### src/design/dtbsel_defs.svh
`ifndef DTBSEL_DEFS_SVH
`define DTBSEL_DEFS_SVH

// Local clock period and the strobe settling time, both in picoseconds.
`define DTBSEL_CLK_PS     5000
`define DTBSEL_SETTLE_PS  10000
// Least settling time rounds up to whole clock cycles.
`define DTBSEL_SETTLE_CYC \
    ((`DTBSEL_SETTLE_PS + `DTBSEL_CLK_PS - 1) / `DTBSEL_CLK_PS)

// Width of the bundle of backplane inputs passed through the synchroniser.
`define DTBSEL_SYNC_W     74
`define DTBSEL_CNT_W      4

// Byte lane enables of an eight byte group and of no byte at all.
`define DTBSEL_BE_ALL     8'hff
`define DTBSEL_BE_NONE    8'h00
`define DTBSEL_NIB_NONE   4'h0

// Address masks of the narrow modes, byte address form.
`define DTBSEL_MASK_A16   64'h0000_0000_0000_fffe
`define DTBSEL_MASK_A24   64'h0000_0000_00ff_fffe
`define DTBSEL_A16_BITS   16
`define DTBSEL_A40_BITS   40

// Field slices of the data and address lines.
`define DTBSEL_D_B0       7:0
`define DTBSEL_D_B1       15:8
`define DTBSEL_D_LO16     15:0
`define DTBSEL_A_LO24     23:1
`define DTBSEL_A_LO16     15:1

`endif

### src/design/dtbsel_pkg.sv
package dtbsel_pkg;

    // Address mode decoded from the address-modifier lines.
    typedef enum logic [2:0] {
        DTBSEL_M_NONE = 3'b000,
        DTBSEL_M_A16  = 3'b001,
        DTBSEL_M_A24  = 3'b010,
        DTBSEL_M_A32  = 3'b011,
        DTBSEL_M_A40  = 3'b100,
        DTBSEL_M_A64  = 3'b101
    } dtbsel_mode_t;

    // Slave cycle sequencer states.
    typedef enum logic [2:0] {
        DTBSEL_S_IDLE   = 3'b000,
        DTBSEL_S_STROBE = 3'b001,
        DTBSEL_S_SETTLE = 3'b010,
        DTBSEL_S_HOLD   = 3'b011,
        DTBSEL_S_TERM   = 3'b100,
        DTBSEL_S_IGNORE = 3'b101
    } dtbsel_state_t;

endpackage

### src/design/dtbsel_sel_if.sv
`timescale 1ns/1ps
// Byte select lines going to the lane decoder and its answer.
interface dtbsel_sel_if;
    logic       ds1_n;
    logic       ds0_n;
    logic       a1;
    logic       a2;
    logic       lword_n;
    logic       eight;
    logic [7:0] be;
    logic       illegal;
    logic       addr_only;

    modport host (output ds1_n, ds0_n, a1, a2, lword_n, eight,
                  input  be, illegal, addr_only);
    modport dec  (input  ds1_n, ds0_n, a1, a2, lword_n, eight,
                  output be, illegal, addr_only);
endinterface

### src/design/dtbsel_lane_dec.sv
`timescale 1ns/1ps
`include "dtbsel_defs.svh"
module dtbsel_lane_dec (
    dtbsel_sel_if.dec sel
);
    wire       lo_en;
    wire       hi_en;
    wire       any_en;
    wire [3:0] be_pair;
    wire [3:0] be_quad;
    wire [3:0] be4;
    wire       bad4;
    wire       bad8;

    // The even byte of a pair follows DS1*, the odd byte DS0*.
    assign lo_en  = ~sel.ds1_n;
    assign hi_en  = ~sel.ds0_n;
    assign any_en = lo_en | hi_en;

    // Single and double byte selects; A1 picks the half of the group.
    assign be_pair = sel.a1 ? {hi_en, lo_en, 2'b00}
                            : {2'b00, hi_en, lo_en};

    // With LWORD* low, A1 low gives quad or three byte selects, and A1
    // high is legal only with both strobes low, the middle two bytes.
    assign be_quad = sel.a1 ? {1'b0, lo_en & hi_en, lo_en & hi_en, 1'b0}
                            : {hi_en, any_en, any_en, lo_en};
    assign be4 = sel.lword_n ? be_pair : be_quad;

    // One strobe low with LWORD* low and A1 high is never a final state.
    assign bad4 = ~sel.lword_n & sel.a1 & (sel.ds1_n ^ sel.ds0_n);
    // An eight byte access needs every select line low.
    assign bad8 = sel.ds1_n | sel.ds0_n | sel.lword_n
                | sel.a1 | sel.a2;

    assign sel.addr_only = sel.ds1_n & sel.ds0_n;
    assign sel.illegal   = sel.eight ? bad8 : bad4;

    // A2 picks which half of the eight lanes the four byte group uses.
    assign sel.be = sel.eight   ? `DTBSEL_BE_ALL :
                    sel.illegal ? `DTBSEL_BE_NONE :
                    sel.a2      ? {be4, `DTBSEL_NIB_NONE}
                                : {`DTBSEL_NIB_NONE, be4};
endmodule

### src/design/dtbsel_slave.sv
`timescale 1ns/1ps
`include "dtbsel_defs.svh"
module dtbsel_slave #(
    parameter logic [5:0] AM_A16     = 6'h01, // Arbitrary code.
    parameter logic [5:0] AM_A24     = 6'h02, // Arbitrary code.
    parameter logic [5:0] AM_A32     = 6'h03, // Arbitrary code.
    parameter logic [5:0] AM_A40     = 6'h04, // Arbitrary code.
    parameter logic [5:0] AM_A64     = 6'h05, // Arbitrary code.
    parameter logic [5:0] AM_MBLT    = 6'h06, // Arbitrary code.
    parameter int         SETTLE_CYC = `DTBSEL_SETTLE_CYC
) (
    input  wire logic        MCLK_I,
    input  wire logic        RST_I,
    input  wire logic        AS_N_I,
    input  wire logic        DS0_N_I,
    input  wire logic        DS1_N_I,
    input  wire logic        LWORD_N_I,
    input  wire logic        WRITE_N_I,
    input  wire logic [5:0]  AM_I,
    input  wire logic [31:1] A_I,
    input  wire logic [31:0] D_I,
    input  wire logic        ACK_I,
    input  wire logic        ERR_I,
    output logic             REQ_O,
    output logic [63:0]      ADDR_O,
    output logic [7:0]       BE_O,
    output logic [2:0]       MODE_O,
    output logic             EIGHT_O,
    output logic             WR_O,
    output logic [63:0]      DATA_O,
    output logic             DATA_VLD_O,
    output logic             ILLEGAL_O,
    output logic             DTACK_N_O,
    output logic             DTACK_OE_O,
    output logic             BERR_N_O,
    output logic             BERR_OE_O
);
    localparam int CW = `DTBSEL_CNT_W;

    dtbsel_sel_if sel ();

    logic [`DTBSEL_SYNC_W-1:0] sync1_r;
    logic [`DTBSEL_SYNC_W-1:0] sync2_r;
    logic                      as_n;
    logic                      ds1_n;
    logic                      ds0_n;
    logic                      lword_n;
    logic                      write_n;
    logic [5:0]                am;
    logic [31:1]               a;
    logic [31:0]               d;

    dtbsel_pkg::dtbsel_state_t state_r;
    dtbsel_pkg::dtbsel_state_t state_nxt;
    dtbsel_pkg::dtbsel_mode_t  mode_r;
    logic                      as_prev_r;
    logic [1:0]                ds_last_r;
    logic [CW-1:0]             cnt_r;
    logic                      eight_r;
    logic                      a1_r;
    logic                      a2_r;
    logic                      lword_r;
    logic                      first_r;
    logic                      err_r;
    logic                      wr_r;
    logic [63:0]               addr_r;
    logic [7:0]                be_r;
    logic [63:0]               data_r;
    logic                      data_vld_r;
    logic                      illegal_r;

    // Every backplane line is asynchronous to the local clock. The
    // address and modifier lines settle before the address strobe falls,
    // so sampling them together with the synchronised strobe is safe.
    always_ff @(posedge MCLK_I) begin
        sync1_r <= {AS_N_I, DS1_N_I, DS0_N_I, LWORD_N_I, WRITE_N_I,
                    AM_I, A_I, D_I};
        sync2_r <= sync1_r;
    end

    assign {as_n, ds1_n, ds0_n, lword_n, write_n, am, a, d} = sync2_r;

    // Cycle type comes only from the modifier code.
    function automatic dtbsel_pkg::dtbsel_mode_t am_mode(
        input logic [5:0] code
    );
        case (code)
            AM_A16:  am_mode = dtbsel_pkg::DTBSEL_M_A16;
            AM_A24:  am_mode = dtbsel_pkg::DTBSEL_M_A24;
            AM_A32:  am_mode = dtbsel_pkg::DTBSEL_M_A32;
            AM_MBLT: am_mode = dtbsel_pkg::DTBSEL_M_A32;
            AM_A40:  am_mode = dtbsel_pkg::DTBSEL_M_A40;
            AM_A64:  am_mode = dtbsel_pkg::DTBSEL_M_A64;
            default: am_mode = dtbsel_pkg::DTBSEL_M_NONE;
        endcase
    endfunction

    // Byte address assembled from address and data lines per mode.
    function automatic logic [63:0] addr_build(
        input dtbsel_pkg::dtbsel_mode_t m,
        input logic [31:1]              al,
        input logic [31:0]              dl
    );
        logic [63:0] lo;
        lo = {32'h0, al, 1'b0};
        case (m)
            dtbsel_pkg::DTBSEL_M_A16: addr_build = lo & `DTBSEL_MASK_A16;
            dtbsel_pkg::DTBSEL_M_A24: addr_build = lo & `DTBSEL_MASK_A24;
            dtbsel_pkg::DTBSEL_M_A32: addr_build = lo;
            dtbsel_pkg::DTBSEL_M_A40:
                addr_build = {24'h0, dl[`DTBSEL_D_B0], dl[`DTBSEL_D_B1],
                              al[`DTBSEL_A_LO24], 1'b0};
            dtbsel_pkg::DTBSEL_M_A64:
                addr_build = {dl, al, 1'b0};
            default:                  addr_build = '0;
        endcase
    endfunction

    // Named decode terms of the sequencer.
    wire as_fall     = as_prev_r & ~as_n;
    wire ds_any_low  = ~sel.addr_only; // Both strobes high is address only.
    wire ds_same     = ({ds1_n, ds0_n} == ds_last_r);
    wire settle_done = (state_r == dtbsel_pkg::DTBSEL_S_SETTLE) & ds_same
                     & ds_any_low & (cnt_r == CW'(SETTLE_CYC - 1));
    wire mode_none   = (mode_r == dtbsel_pkg::DTBSEL_M_NONE);
    wire bad_first   = settle_done & first_r & sel.illegal;
    wire mux_beat    = ~first_r & (eight_r
                     | (mode_r == dtbsel_pkg::DTBSEL_M_A40));

    // Selection lines for the lane decoder. A1, A2 and LWORD* are the
    // first-beat values; later block beats reuse them.
    assign sel.ds1_n   = ds1_n;
    assign sel.ds0_n   = ds0_n;
    assign sel.a1      = a1_r;
    assign sel.a2      = a2_r;
    assign sel.lword_n = lword_r;
    assign sel.eight   = eight_r;

    dtbsel_lane_dec u_dec (
        .sel (sel)
    );

    // Sequencer: strobe levels select, strobe edges pace each beat.
    always_comb begin
        state_nxt = state_r;
        case (state_r)
            dtbsel_pkg::DTBSEL_S_IDLE:
                if (as_fall) begin
                    state_nxt = dtbsel_pkg::DTBSEL_S_STROBE;
                end
            dtbsel_pkg::DTBSEL_S_STROBE:
                if (as_n) begin
                    state_nxt = dtbsel_pkg::DTBSEL_S_IDLE;
                end else if (ds_any_low) begin
                    state_nxt = dtbsel_pkg::DTBSEL_S_SETTLE;
                end
            dtbsel_pkg::DTBSEL_S_SETTLE:
                if (as_n) begin
                    state_nxt = dtbsel_pkg::DTBSEL_S_IDLE;
                end else if (!ds_any_low) begin
                    state_nxt = dtbsel_pkg::DTBSEL_S_STROBE;
                end else if (settle_done && mode_none) begin
                    state_nxt = dtbsel_pkg::DTBSEL_S_IGNORE;
                end else if (bad_first) begin
                    state_nxt = dtbsel_pkg::DTBSEL_S_TERM;
                end else if (settle_done) begin
                    state_nxt = dtbsel_pkg::DTBSEL_S_HOLD;
                end
            dtbsel_pkg::DTBSEL_S_HOLD:
                if (as_n) begin
                    state_nxt = dtbsel_pkg::DTBSEL_S_IDLE;
                end else if (ACK_I || ERR_I) begin
                    state_nxt = dtbsel_pkg::DTBSEL_S_TERM;
                end
            dtbsel_pkg::DTBSEL_S_TERM:
                if (!ds_any_low) begin
                    state_nxt = as_n ? dtbsel_pkg::DTBSEL_S_IDLE
                                     : dtbsel_pkg::DTBSEL_S_STROBE;
                end
            dtbsel_pkg::DTBSEL_S_IGNORE:
                if (as_n) begin
                    state_nxt = dtbsel_pkg::DTBSEL_S_IDLE;
                end
            default: state_nxt = dtbsel_pkg::DTBSEL_S_IDLE;
        endcase
    end

    // State, edge history and the settling counter.
    always_ff @(posedge MCLK_I) begin
        if (RST_I) begin
            state_r   <= dtbsel_pkg::DTBSEL_S_IDLE;
            as_prev_r <= 1'b1;
            ds_last_r <= 2'b11;
            cnt_r     <= '0;
        end else begin
            state_r   <= state_nxt;
            as_prev_r <= as_n;
            ds_last_r <= {ds1_n, ds0_n};
            cnt_r     <= (ds_same && state_r == dtbsel_pkg::DTBSEL_S_SETTLE)
                       ? cnt_r + CW'(1) : '0;
        end
    end

    // Address phase capture on the falling address strobe; held to the end.
    always_ff @(posedge MCLK_I) begin
        if (RST_I) begin
            mode_r  <= dtbsel_pkg::DTBSEL_M_NONE;
            eight_r <= 1'b0;
            a1_r    <= 1'b0;
            a2_r    <= 1'b0;
            lword_r <= 1'b1;
            wr_r    <= 1'b0;
            addr_r  <= '0;
        end else if (state_r == dtbsel_pkg::DTBSEL_S_IDLE && as_fall) begin
            mode_r  <= am_mode(am);
            eight_r <= (am == AM_MBLT);
            a1_r    <= a[1];
            a2_r    <= a[2];
            lword_r <= lword_n;
            wr_r    <= ~write_n;
            addr_r  <= addr_build(am_mode(am), a, d);
        end
    end

    // Per-beat capture of lanes, data and error state at the settled point.
    // The first strobe beat of a multiplexed mode carries address only.
    always_ff @(posedge MCLK_I) begin
        if (RST_I) begin
            first_r    <= 1'b1;
            err_r      <= 1'b0;
            be_r       <= `DTBSEL_BE_NONE;
            data_r     <= '0;
            data_vld_r <= 1'b0;
            illegal_r  <= 1'b0;
        end else begin
            data_vld_r <= settle_done & wr_r & ~mode_none & ~bad_first
                        & ~(first_r & (eight_r
                        | mode_r == dtbsel_pkg::DTBSEL_M_A40
                        | mode_r == dtbsel_pkg::DTBSEL_M_A64));
            if (state_r == dtbsel_pkg::DTBSEL_S_IDLE) begin
                first_r   <= 1'b1;
                illegal_r <= illegal_r & ~as_fall;
            end else if (state_r == dtbsel_pkg::DTBSEL_S_TERM
                         && !ds_any_low) begin
                first_r <= 1'b0;
            end
            if (settle_done) begin
                be_r   <= sel.be;
                err_r  <= bad_first;
                data_r <= eight_r & mux_beat ? {a, lword_n, d}
                        : mux_beat ? {32'h0, a[`DTBSEL_A_LO16], lword_n,
                                      d[`DTBSEL_D_LO16]}
                        : {32'h0, d};
            end
            if (bad_first) begin
                illegal_r <= 1'b1;
            end
            if (state_r == dtbsel_pkg::DTBSEL_S_HOLD) begin
                err_r <= ERR_I; // Error wins when both answers come.
            end
        end
    end

    // Handshake outputs follow the state directly.
    assign REQ_O      = (state_r == dtbsel_pkg::DTBSEL_S_HOLD);
    assign DTACK_OE_O = (state_r == dtbsel_pkg::DTBSEL_S_TERM) & ~err_r;
    assign BERR_OE_O  = (state_r == dtbsel_pkg::DTBSEL_S_TERM) & err_r;
    assign DTACK_N_O  = ~DTACK_OE_O;
    assign BERR_N_O   = ~BERR_OE_O;
    assign ADDR_O     = addr_r;
    assign BE_O       = be_r;
    assign MODE_O     = mode_r;
    assign EIGHT_O    = eight_r;
    assign WR_O       = wr_r;
    assign DATA_O     = data_r;
    assign DATA_VLD_O = data_vld_r;
    assign ILLEGAL_O  = illegal_r;
endmodule

### config.mk
export PLATFORM = sky130hd
export DESIGN_NAME = dtbsel_slave
export DESIGN_NICKNAME = d
export VERILOG_FILES = /design/src/design/dtbsel_pkg.sv /design/src/design/dtbsel_sel_if.sv /design/src/design/dtbsel_lane_dec.sv /design/src/design/dtbsel_slave.sv
export VERILOG_INCLUDE_DIRS = /design/src /design/src/design
export SDC_FILE = /design/constraint.sdc
export NUM_CORES = 1
export LEC_CHECK = 0
export ABC_AREA = 1
export BUFFER_PORTS_ARGS = -buffer_cell sky130_fd_sc_hd__buf_2
export CAP_MARGIN = 20
export CORE_UTILIZATION = 53
export DETAILED_ROUTE_END_ITERATION = 16
export PLACE_DENSITY = 0.83
export SLEW_MARGIN = 20
export SYNTH_ARGS = -nofsm -noshare
export SYNTH_HDL_FRONTEND = slang
export SYNTH_SLANG_ARGS = --single-unit
### constraint.sdc
create_clock -name MCLK_I -period 2.89 [get_ports MCLK_I]
set_input_delay 0.578 -clock MCLK_I [delete_from_list [all_inputs] [get_ports MCLK_I]]
set_output_delay 0.578 -clock MCLK_I [all_outputs]
set_load 0.01 [all_outputs]
After elaboration in Yosys (flattened, before gate mapping)
Index checks and enable logic that the tools add are counted.
{"block": "totals", "output_inout_bits": 148, "input_bits": 78, "word_cells": 133, "reg_bits": 306}
{"block": "op_classes", "muxes": 31, "bitwise": 43, "n_addsub": 1, "n_eq_ne": 26, "reduce_logical": 13}
{"operator": "64-bit case mux with 5 select lines", "n": 1}
{"operator": "64-bit two-way mux", "n": 1}
{"operator": "3-bit two-way mux", "n": 14}
{"operator": "32-bit two-way mux", "n": 1}
{"operator": "8-bit two-way mux", "n": 3}
{"operator": "1-bit bitwise AND", "n": 20}
{"operator": "3-bit == test, second input constant", "n": 6}
{"operator": "6-bit by 3-bit == test with 1-bit output, second input constant", "n": 3}
{"operator": "3-bit case mux with 6 select lines", "n": 1}
{"operator": "1-bit NOT", "n": 15}
{"operator": "3-bit case mux with 5 select lines", "n": 1}
{"operator": "3-bit by 2-bit == test with 1-bit output, second input constant", "n": 4}
{"operator": "6-bit by 2-bit == test with 1-bit output, second input constant", "n": 2}
{"operator": "4-bit two-way mux", "n": 3}
{"operator": "1-bit OR", "n": 7}
{"operator": "3-bit by 1-bit == test with 1-bit output, second input constant", "n": 2}
{"operator": "6-bit by 1-bit == test with 1-bit output, second input constant", "n": 1}
{"operator": "3-bit zero test", "n": 2}
{"operator": "1-bit two-way mux", "n": 6}
{"operator": "2-bit != test, second input constant", "n": 3}
{"operator": "6-bit != test, second input constant", "n": 1}
{"operator": "6-bit AND reduction", "n": 1}
{"operator": "2-bit OR reduction", "n": 3}
{"operator": "4-bit by 1-bit adder with 4-bit output, second input constant", "n": 1}
{"operator": "other kinds (8)", "n": 12}

Logic depth before layout (Yosys ltp)
{"block": "depth", "ltp_word": 11, "mapped_depth": 12, "ltp_nobuf": 12}

Hierarchy
A second synthesis with hierarchy kept.
{"block": "hier_totals", "cells_unflattened": 1001, "area_unflattened_um2": 9516.6}
{"mod": "dtbsel_slave", "cells_per_inst": 953, "seq_area_each_um2": 6105.9, "area_per_inst_um2": 9278.9, "instances": 1}
{"mod": "dtbsel_lane_dec", "cells_per_inst": 48, "seq_area_each_um2": 0.0, "area_per_inst_um2": 237.7, "instances": 1}

Worst setup path before layout
Ideal clock, no wire load.
{"block": "synth_timing", "kind": "reg-to-output", "from": "register state_r[0]", "to": "output port DTACK_N_O", "stages_incl_launch_ff": 7, "n_path_buf": 0, "slack_ns": 1.246, "arrival_time_ns": 1.066, "path_cell_list": "dfxtp_1 nor2_2 inv_2 nor2_1 inv_1 nor2_1 inv_1"}
{"block": "synth_via", "elab_chain_len": 3}
{"element": "start: declaration", "line_no": "dtbsel_slave.sv:53", "text": "dtbsel_pkg::dtbsel_state_t state_r;"}
{"element": "start signal: assignment", "line_no": "dtbsel_slave.sv:191", "text": "state_r <= dtbsel_pkg::DTBSEL_S_IDLE;"}
{"element": "start signal: assignment", "line_no": "dtbsel_slave.sv:196", "text": "state_r <= state_nxt;"}
{"element": "3-bit == test", "line_no": "dtbsel_slave.sv:266", "text": "assign DTACK_OE_O = (state_r == dtbsel_pkg::DTBSEL_S_TERM) & ~err_r;"}
{"element": "1-bit bitwise AND", "line_no": "dtbsel_slave.sv:266"}
{"element": "via DTACK_OE_O", "line_no": "dtbsel_slave.sv:34", "text": "output logic DTACK_OE_O,"}
{"element": "1-bit NOT", "line_no": "dtbsel_slave.sv:268", "text": "assign DTACK_N_O = ~DTACK_OE_O;"}
{"element": "end: declaration", "line_no": "dtbsel_slave.sv:33", "text": "output logic DTACK_N_O,"}
The timed path passes the listed nets, and every way through them passes these cells.

Final worst setup path
{"block": "layout_timing", "from": "register state_r[0]", "to": "output port DTACK_N_O"}
{"block": "layout_via", "elab_chain_len": 3}
{"element": "3-bit == test", "line_no": "dtbsel_slave.sv:266"}
{"element": "1-bit bitwise AND", "line_no": "dtbsel_slave.sv:266"}
{"element": "1-bit NOT", "line_no": "dtbsel_slave.sv:268"}
Every way passes these cells.

==> results.md <==
Critical path:
- At the worst endpoint, the arrival time is 1700 ps.
- Along the worst path, the maximum fanout reaches 7.
- The sort of element at the start of the critical path is a flop.
- The number of cells on the worst reg-to-reg path is 9.
- The launch point of the worst reg-to-reg path is sync2_r[72].
- The most critical setup path has its startpoint at state_r[0].
- The start-to-end type of the worst setup path is reg2out.
- STA puts the critical path data required time at approximately 2300 ps.
- The endpoint class of the critical path is an output port.

Timing:
- The worst slew margin relative to its limit is 0.2405.
- The number of max-slew violations in the final report is 0.
- The post-route clock skew is approximately 16 ps.
- The final critical-path share of the clock period is 0.7875.
- The aggregate negative setup slack is 0 ps.
- The final critical delay including setup and external delays is 2276 ps.
- The pin slew with the least headroom to its limit is 1139 ps.
- Setup violations remaining at the end of the flow were counted as 0.
- Setup repair after global routing left no endpoint under its margin.
- The number of failing hold endpoints at the final stage came to 0.
- The timing-limited maximum frequency is approximately 0.44 GHz.

Logic synthesis:
- The number of distinct standard cells referenced by the synthesized netlist is 29.
- The post-synthesis cell type with the largest combined area is sky130_fd_sc_hd__dfxtp_1.
- Sorting the synthesized cells by area gives the leading types as sky130_fd_sc_hd__dfxtp_1 (65%), sky130_fd_sc_hd__nand2_1 (7.5%), sky130_fd_sc_hd__a21oi_1 (6.6%).
- In this run, synthesis produced a sequential element count of 305.
- The proportion of synthesized area in mux cells is 0.
- Of the synthesized area, sequential elements account for 0.6541.
- The compound-gate portion of the synthesized area was 0.1114.
- In this run the mean area of a mapped cell was roughly 9.5 um^2.
- The yosys synthesis warning count is 0.
- Of the total synthesized cell area, the portion taken by AND, OR, NAND and NOR gates is 0.1746.
- In this run the cell area of the synthesized design comes to between 9000 and 10000 um^2.
- Of the post-synthesis cell area, the dominant cell type holds 0.6541.
- The post-synthesis instance total is approximately 980.
- The area share of fa/ha/maj cells after synthesis is 0.005361.
- The number of nets in the synthesized netlist is between 1000 and 1500.
- The parity-gate share of the synthesized area counting xor and xnor cells is 0.001876.
- The main combinational cell family by area after synthesis is simple AND/OR/NAND/NOR gates.

Clock network:
- Buffers added to address setup during post-CTS repair amount to 0.
- In this run the number of H-tree levels came out at 1.
- The number of gates resized after cts is 0.
- The hold buffer count at CTS is 0.
- Clock tree synthesis selected as its root buffer the cell sky130_fd_sc_hd__clkbuf_16.
- In this run, CTS created clock tree buffers numbering 29.
- TritonCTS built the clock tree.
- The clock drives between 300 and 400 sinks.
- The longest clock path from root to sink contains 3 buffers.
- The clock-pin slew on the worst setup and hold paths is 70 ps.
- The later pin in the worst-skew pair is clocked with a latency of around 550 ps.

Power:
- Dividing total power by cell area gives a power density of just under 800 nW/um^2.
- The leakage component of the power is 5.115 nW.
- IR analysis of the VDD net gives a maximum drop of 0.0007879 V.
- Summing internal, switching and leakage power gives 8.997 mW.

Min path:
- The number of stages on the worst hold path is 1.
- The worst hold path belongs to the class in2reg.
- The launch point of the worst hold path is AM_I[4].

Routing:
- For this run, design rule violations remaining after detail routing come to 0.
- The first-iteration detailed-routing DRC count is roughly 580.
- The count of nets left with antenna violations once routing finished came out at 0.
- The number of iterations in the first detailed-routing pass is 5.
- The via count is 7630.
- The average vias per placed instance is 5.284.
- The final layout contains routed wiring with a total length of 23880 um.
- The detail-routed net length per standard cell is 16.54 um.

Floorplan:
- The die is 134.7 um wide.
- The die covers 18150 um^2.
- The initial utilization of the core area, before any placement, comes to 0.5416.
- The row count is 48.
- The vertical die dimension is 134.7 um.
- The placeable core region is 17240 um^2.
- The total I/O pin count is ~230.

Run:
- The max-cap violation count is 0.

Global route:
- The global-route wire length before repair is around 36000 um.
- The initial antenna violation count is 3.
- The via count of the first global-routing pass was about 6900.
- The all-layer global routing usage is 0.2542.
- The maximum number of pins on one net before global-route repair is 101.
- Global routing finished with a remaining overflow of 0.

Placement:
- The congestion estimate from routability-driven global placement came to about 0.86.
- The count of input and output buffers is 224.
- The total half-perimeter wirelength after legalization and detailed placement is 15730 um.

Layout:
- The area added between synthesis and finish is 24.39%.
- The number of nets in the layout is 1276.
- In the final layout, the share of cells above drive strength 1 is 0.2514.

Outcome:
- The flow ran to the end, and the final reports show no timing, DRC or antenna violations.
-- layout by cell type, fill, tap and decap left out --
cell / netlist / layout
sky130_fd_sc_hd__diode_2: 0 / 2
sky130_fd_sc_hd__nor2_1: 44 / 43
sky130_fd_sc_hd__clkbuf_8: 0 / 9
sky130_fd_sc_hd__nor3_1: 2 / 2
sky130_fd_sc_hd__clkinv_1: 2 / 2
sky130_fd_sc_hd__conb_1: 1 / 1
sky130_fd_sc_hd__xor2_1: 1 / 1
sky130_fd_sc_hd__dfxtp_1: 305 / 305
sky130_fd_sc_hd__nor2_4: 1 / 1
sky130_fd_sc_hd__clkbuf_1: 26 / 2
sky130_fd_sc_hd__ha_1: 4 / 4
sky130_fd_sc_hd__inv_16: 0 / 1
sky130_fd_sc_hd__inv_1: 37 / 37
sky130_fd_sc_hd__o21ai_1: 1 / 1
sky130_fd_sc_hd__nand3_1: 103 / 103
sky130_fd_sc_hd__nand2_1: 186 / 186
sky130_fd_sc_hd__nand2_2: 1 / 1
sky130_fd_sc_hd__nor2_2: 7 / 8
sky130_fd_sc_hd__nand3_2: 1 / 1
sky130_fd_sc_hd__buf_2: 12 / 223
sky130_fd_sc_hd__o211ai_1: 2 / 2
sky130_fd_sc_hd__o21ai_0: 59 / 59
sky130_fd_sc_hd__inv_2: 7 / 7
sky130_fd_sc_hd__bufinv_16: 0 / 5
sky130_fd_sc_hd__buf_4: 9 / 9
sky130_fd_sc_hd__nand4_1: 22 / 22
sky130_fd_sc_hd__clkinvlp_4: 0 / 5
sky130_fd_sc_hd__xnor2_1: 1 / 1
sky130_fd_sc_hd__nor2_8: 1 / 1
sky130_fd_sc_hd__a21oi_1: 123 / 123
sky130_fd_sc_hd__a41oi_1: 1 / 1
sky130_fd_sc_hd__clkinv_2: 0 / 3
sky130_fd_sc_hd__buf_12: 0 / 2
sky130_fd_sc_hd__clkbuf_16: 0 / 29
sky130_fd_sc_hd__nand4_2: 1 / 1
sky130_fd_sc_hd__a31oi_1: 16 / 16
-- power breakdown --
part           internal, mW  total [mW]  leakage [nW]  switching [mW]
Combinational         0.132       0.437          2.08           0.305
Clock                  2.53        4.12         0.517            1.59
Sequential             4.34        4.44          2.52          0.0934
Total                  7.00        9.00          5.11            1.99
-- registers in the layout (all words and copies together) (netlist names) --
signal and flops:
lword_r 1, BE_O 8, ds_last_r 2, MODE_O 3, DATA_O 64, cnt_r 4
a1_r 1, a2_r 1, sync2_r 74, WR_O 1, EIGHT_O 1, DATA_VLD_O 1
as_prev_r 1, err_r 1, ADDR_O 63, sync1_r 74, ILLEGAL_O 1, first_r 1
state_r 3
-- area by class of cell --
class / count / area (um^2)
Multi-Input combinational cell: 578 / 2744
Clock buffer: 40 / 857.1
Timing Repair Buffer: 234 / 1224
Antenna cell: 2 / 5.005
Sequential cell: 305 / 6106
Clock inverter: 14 / 222.7
Fill cell: 1358 / 5624
Inverter: 46 / 172.7
Tap cell: 225 / 281.5
-- stage by stage --
step	hold WS (ps)	std cells	worst slack [ps]	util	area, um^2
final	122.7	1444	614.1	0.6737	11610
after global routing	101.8	1444	470.6	0.6737	11610
after CTS	104.5	1442	594.6	0.6734	11610
after detailed placement	312.1	1388	655.7	0.6108	10530
after global placement	309.9	1388	703.0	0.6108	10530
after floorplan	309.6	984	1246	-	9335
-- synth_stat cells, drive strengths merged --
library cell	number
nor3	2
dfxtp	305
inv	44
nand4	23
nor2	53
buf	29
o211ai	2
nand2	187
conb	1
clkbuf	26
nand3	104
xnor2	1
a21oi	123
a31oi	16
xor2	1
ha	4
o21ai	60
a41oi	1
clkinv	2
-- critical path: stages, from the launching register on --
cell and delay, ps:
sky130_fd_sc_hd__dfxtp_1 380, sky130_fd_sc_hd__nor2_2 180, sky130_fd_sc_hd__inv_2 60, sky130_fd_sc_hd__nor2_1 170, sky130_fd_sc_hd__inv_1 80, sky130_fd_sc_hd__nor2_1 110
sky130_fd_sc_hd__inv_1 50, sky130_fd_sc_hd__buf_2 130
-- final timing paths --
check | end | slack (ps)
worst min-delay path | sync1_r[67] | 120
worst max register to register | DATA_O[31] | 710
worst max-delay path | DTACK_N_O | 610
worst min register to register | sync2_r[18] | 320
-- cells by family after synthesis --
logic type | after synthesis
AND/OR/NAND/NOR | 369
flip-flops | 305
AO/OA/AOI/OAI | 202
buffers and inverters | 101
adder cells (fa/ha/maj) | 4
XOR/XNOR | 2
other | 1
-- layer usage --
layer | vias to the layer above | wire length, um | GRT usage
met5 | - | 16 | 0
met4 | 2 | 1000 | 0.1180
met3 | 66 | 1929 | 0.05143
met2 | 372 | 11250 | 0.4127
met1 | 3491 | 9680 | 0.3263
li1 | 3699 | - | -
No activity file was read; power rests on OpenSTA's default activity.
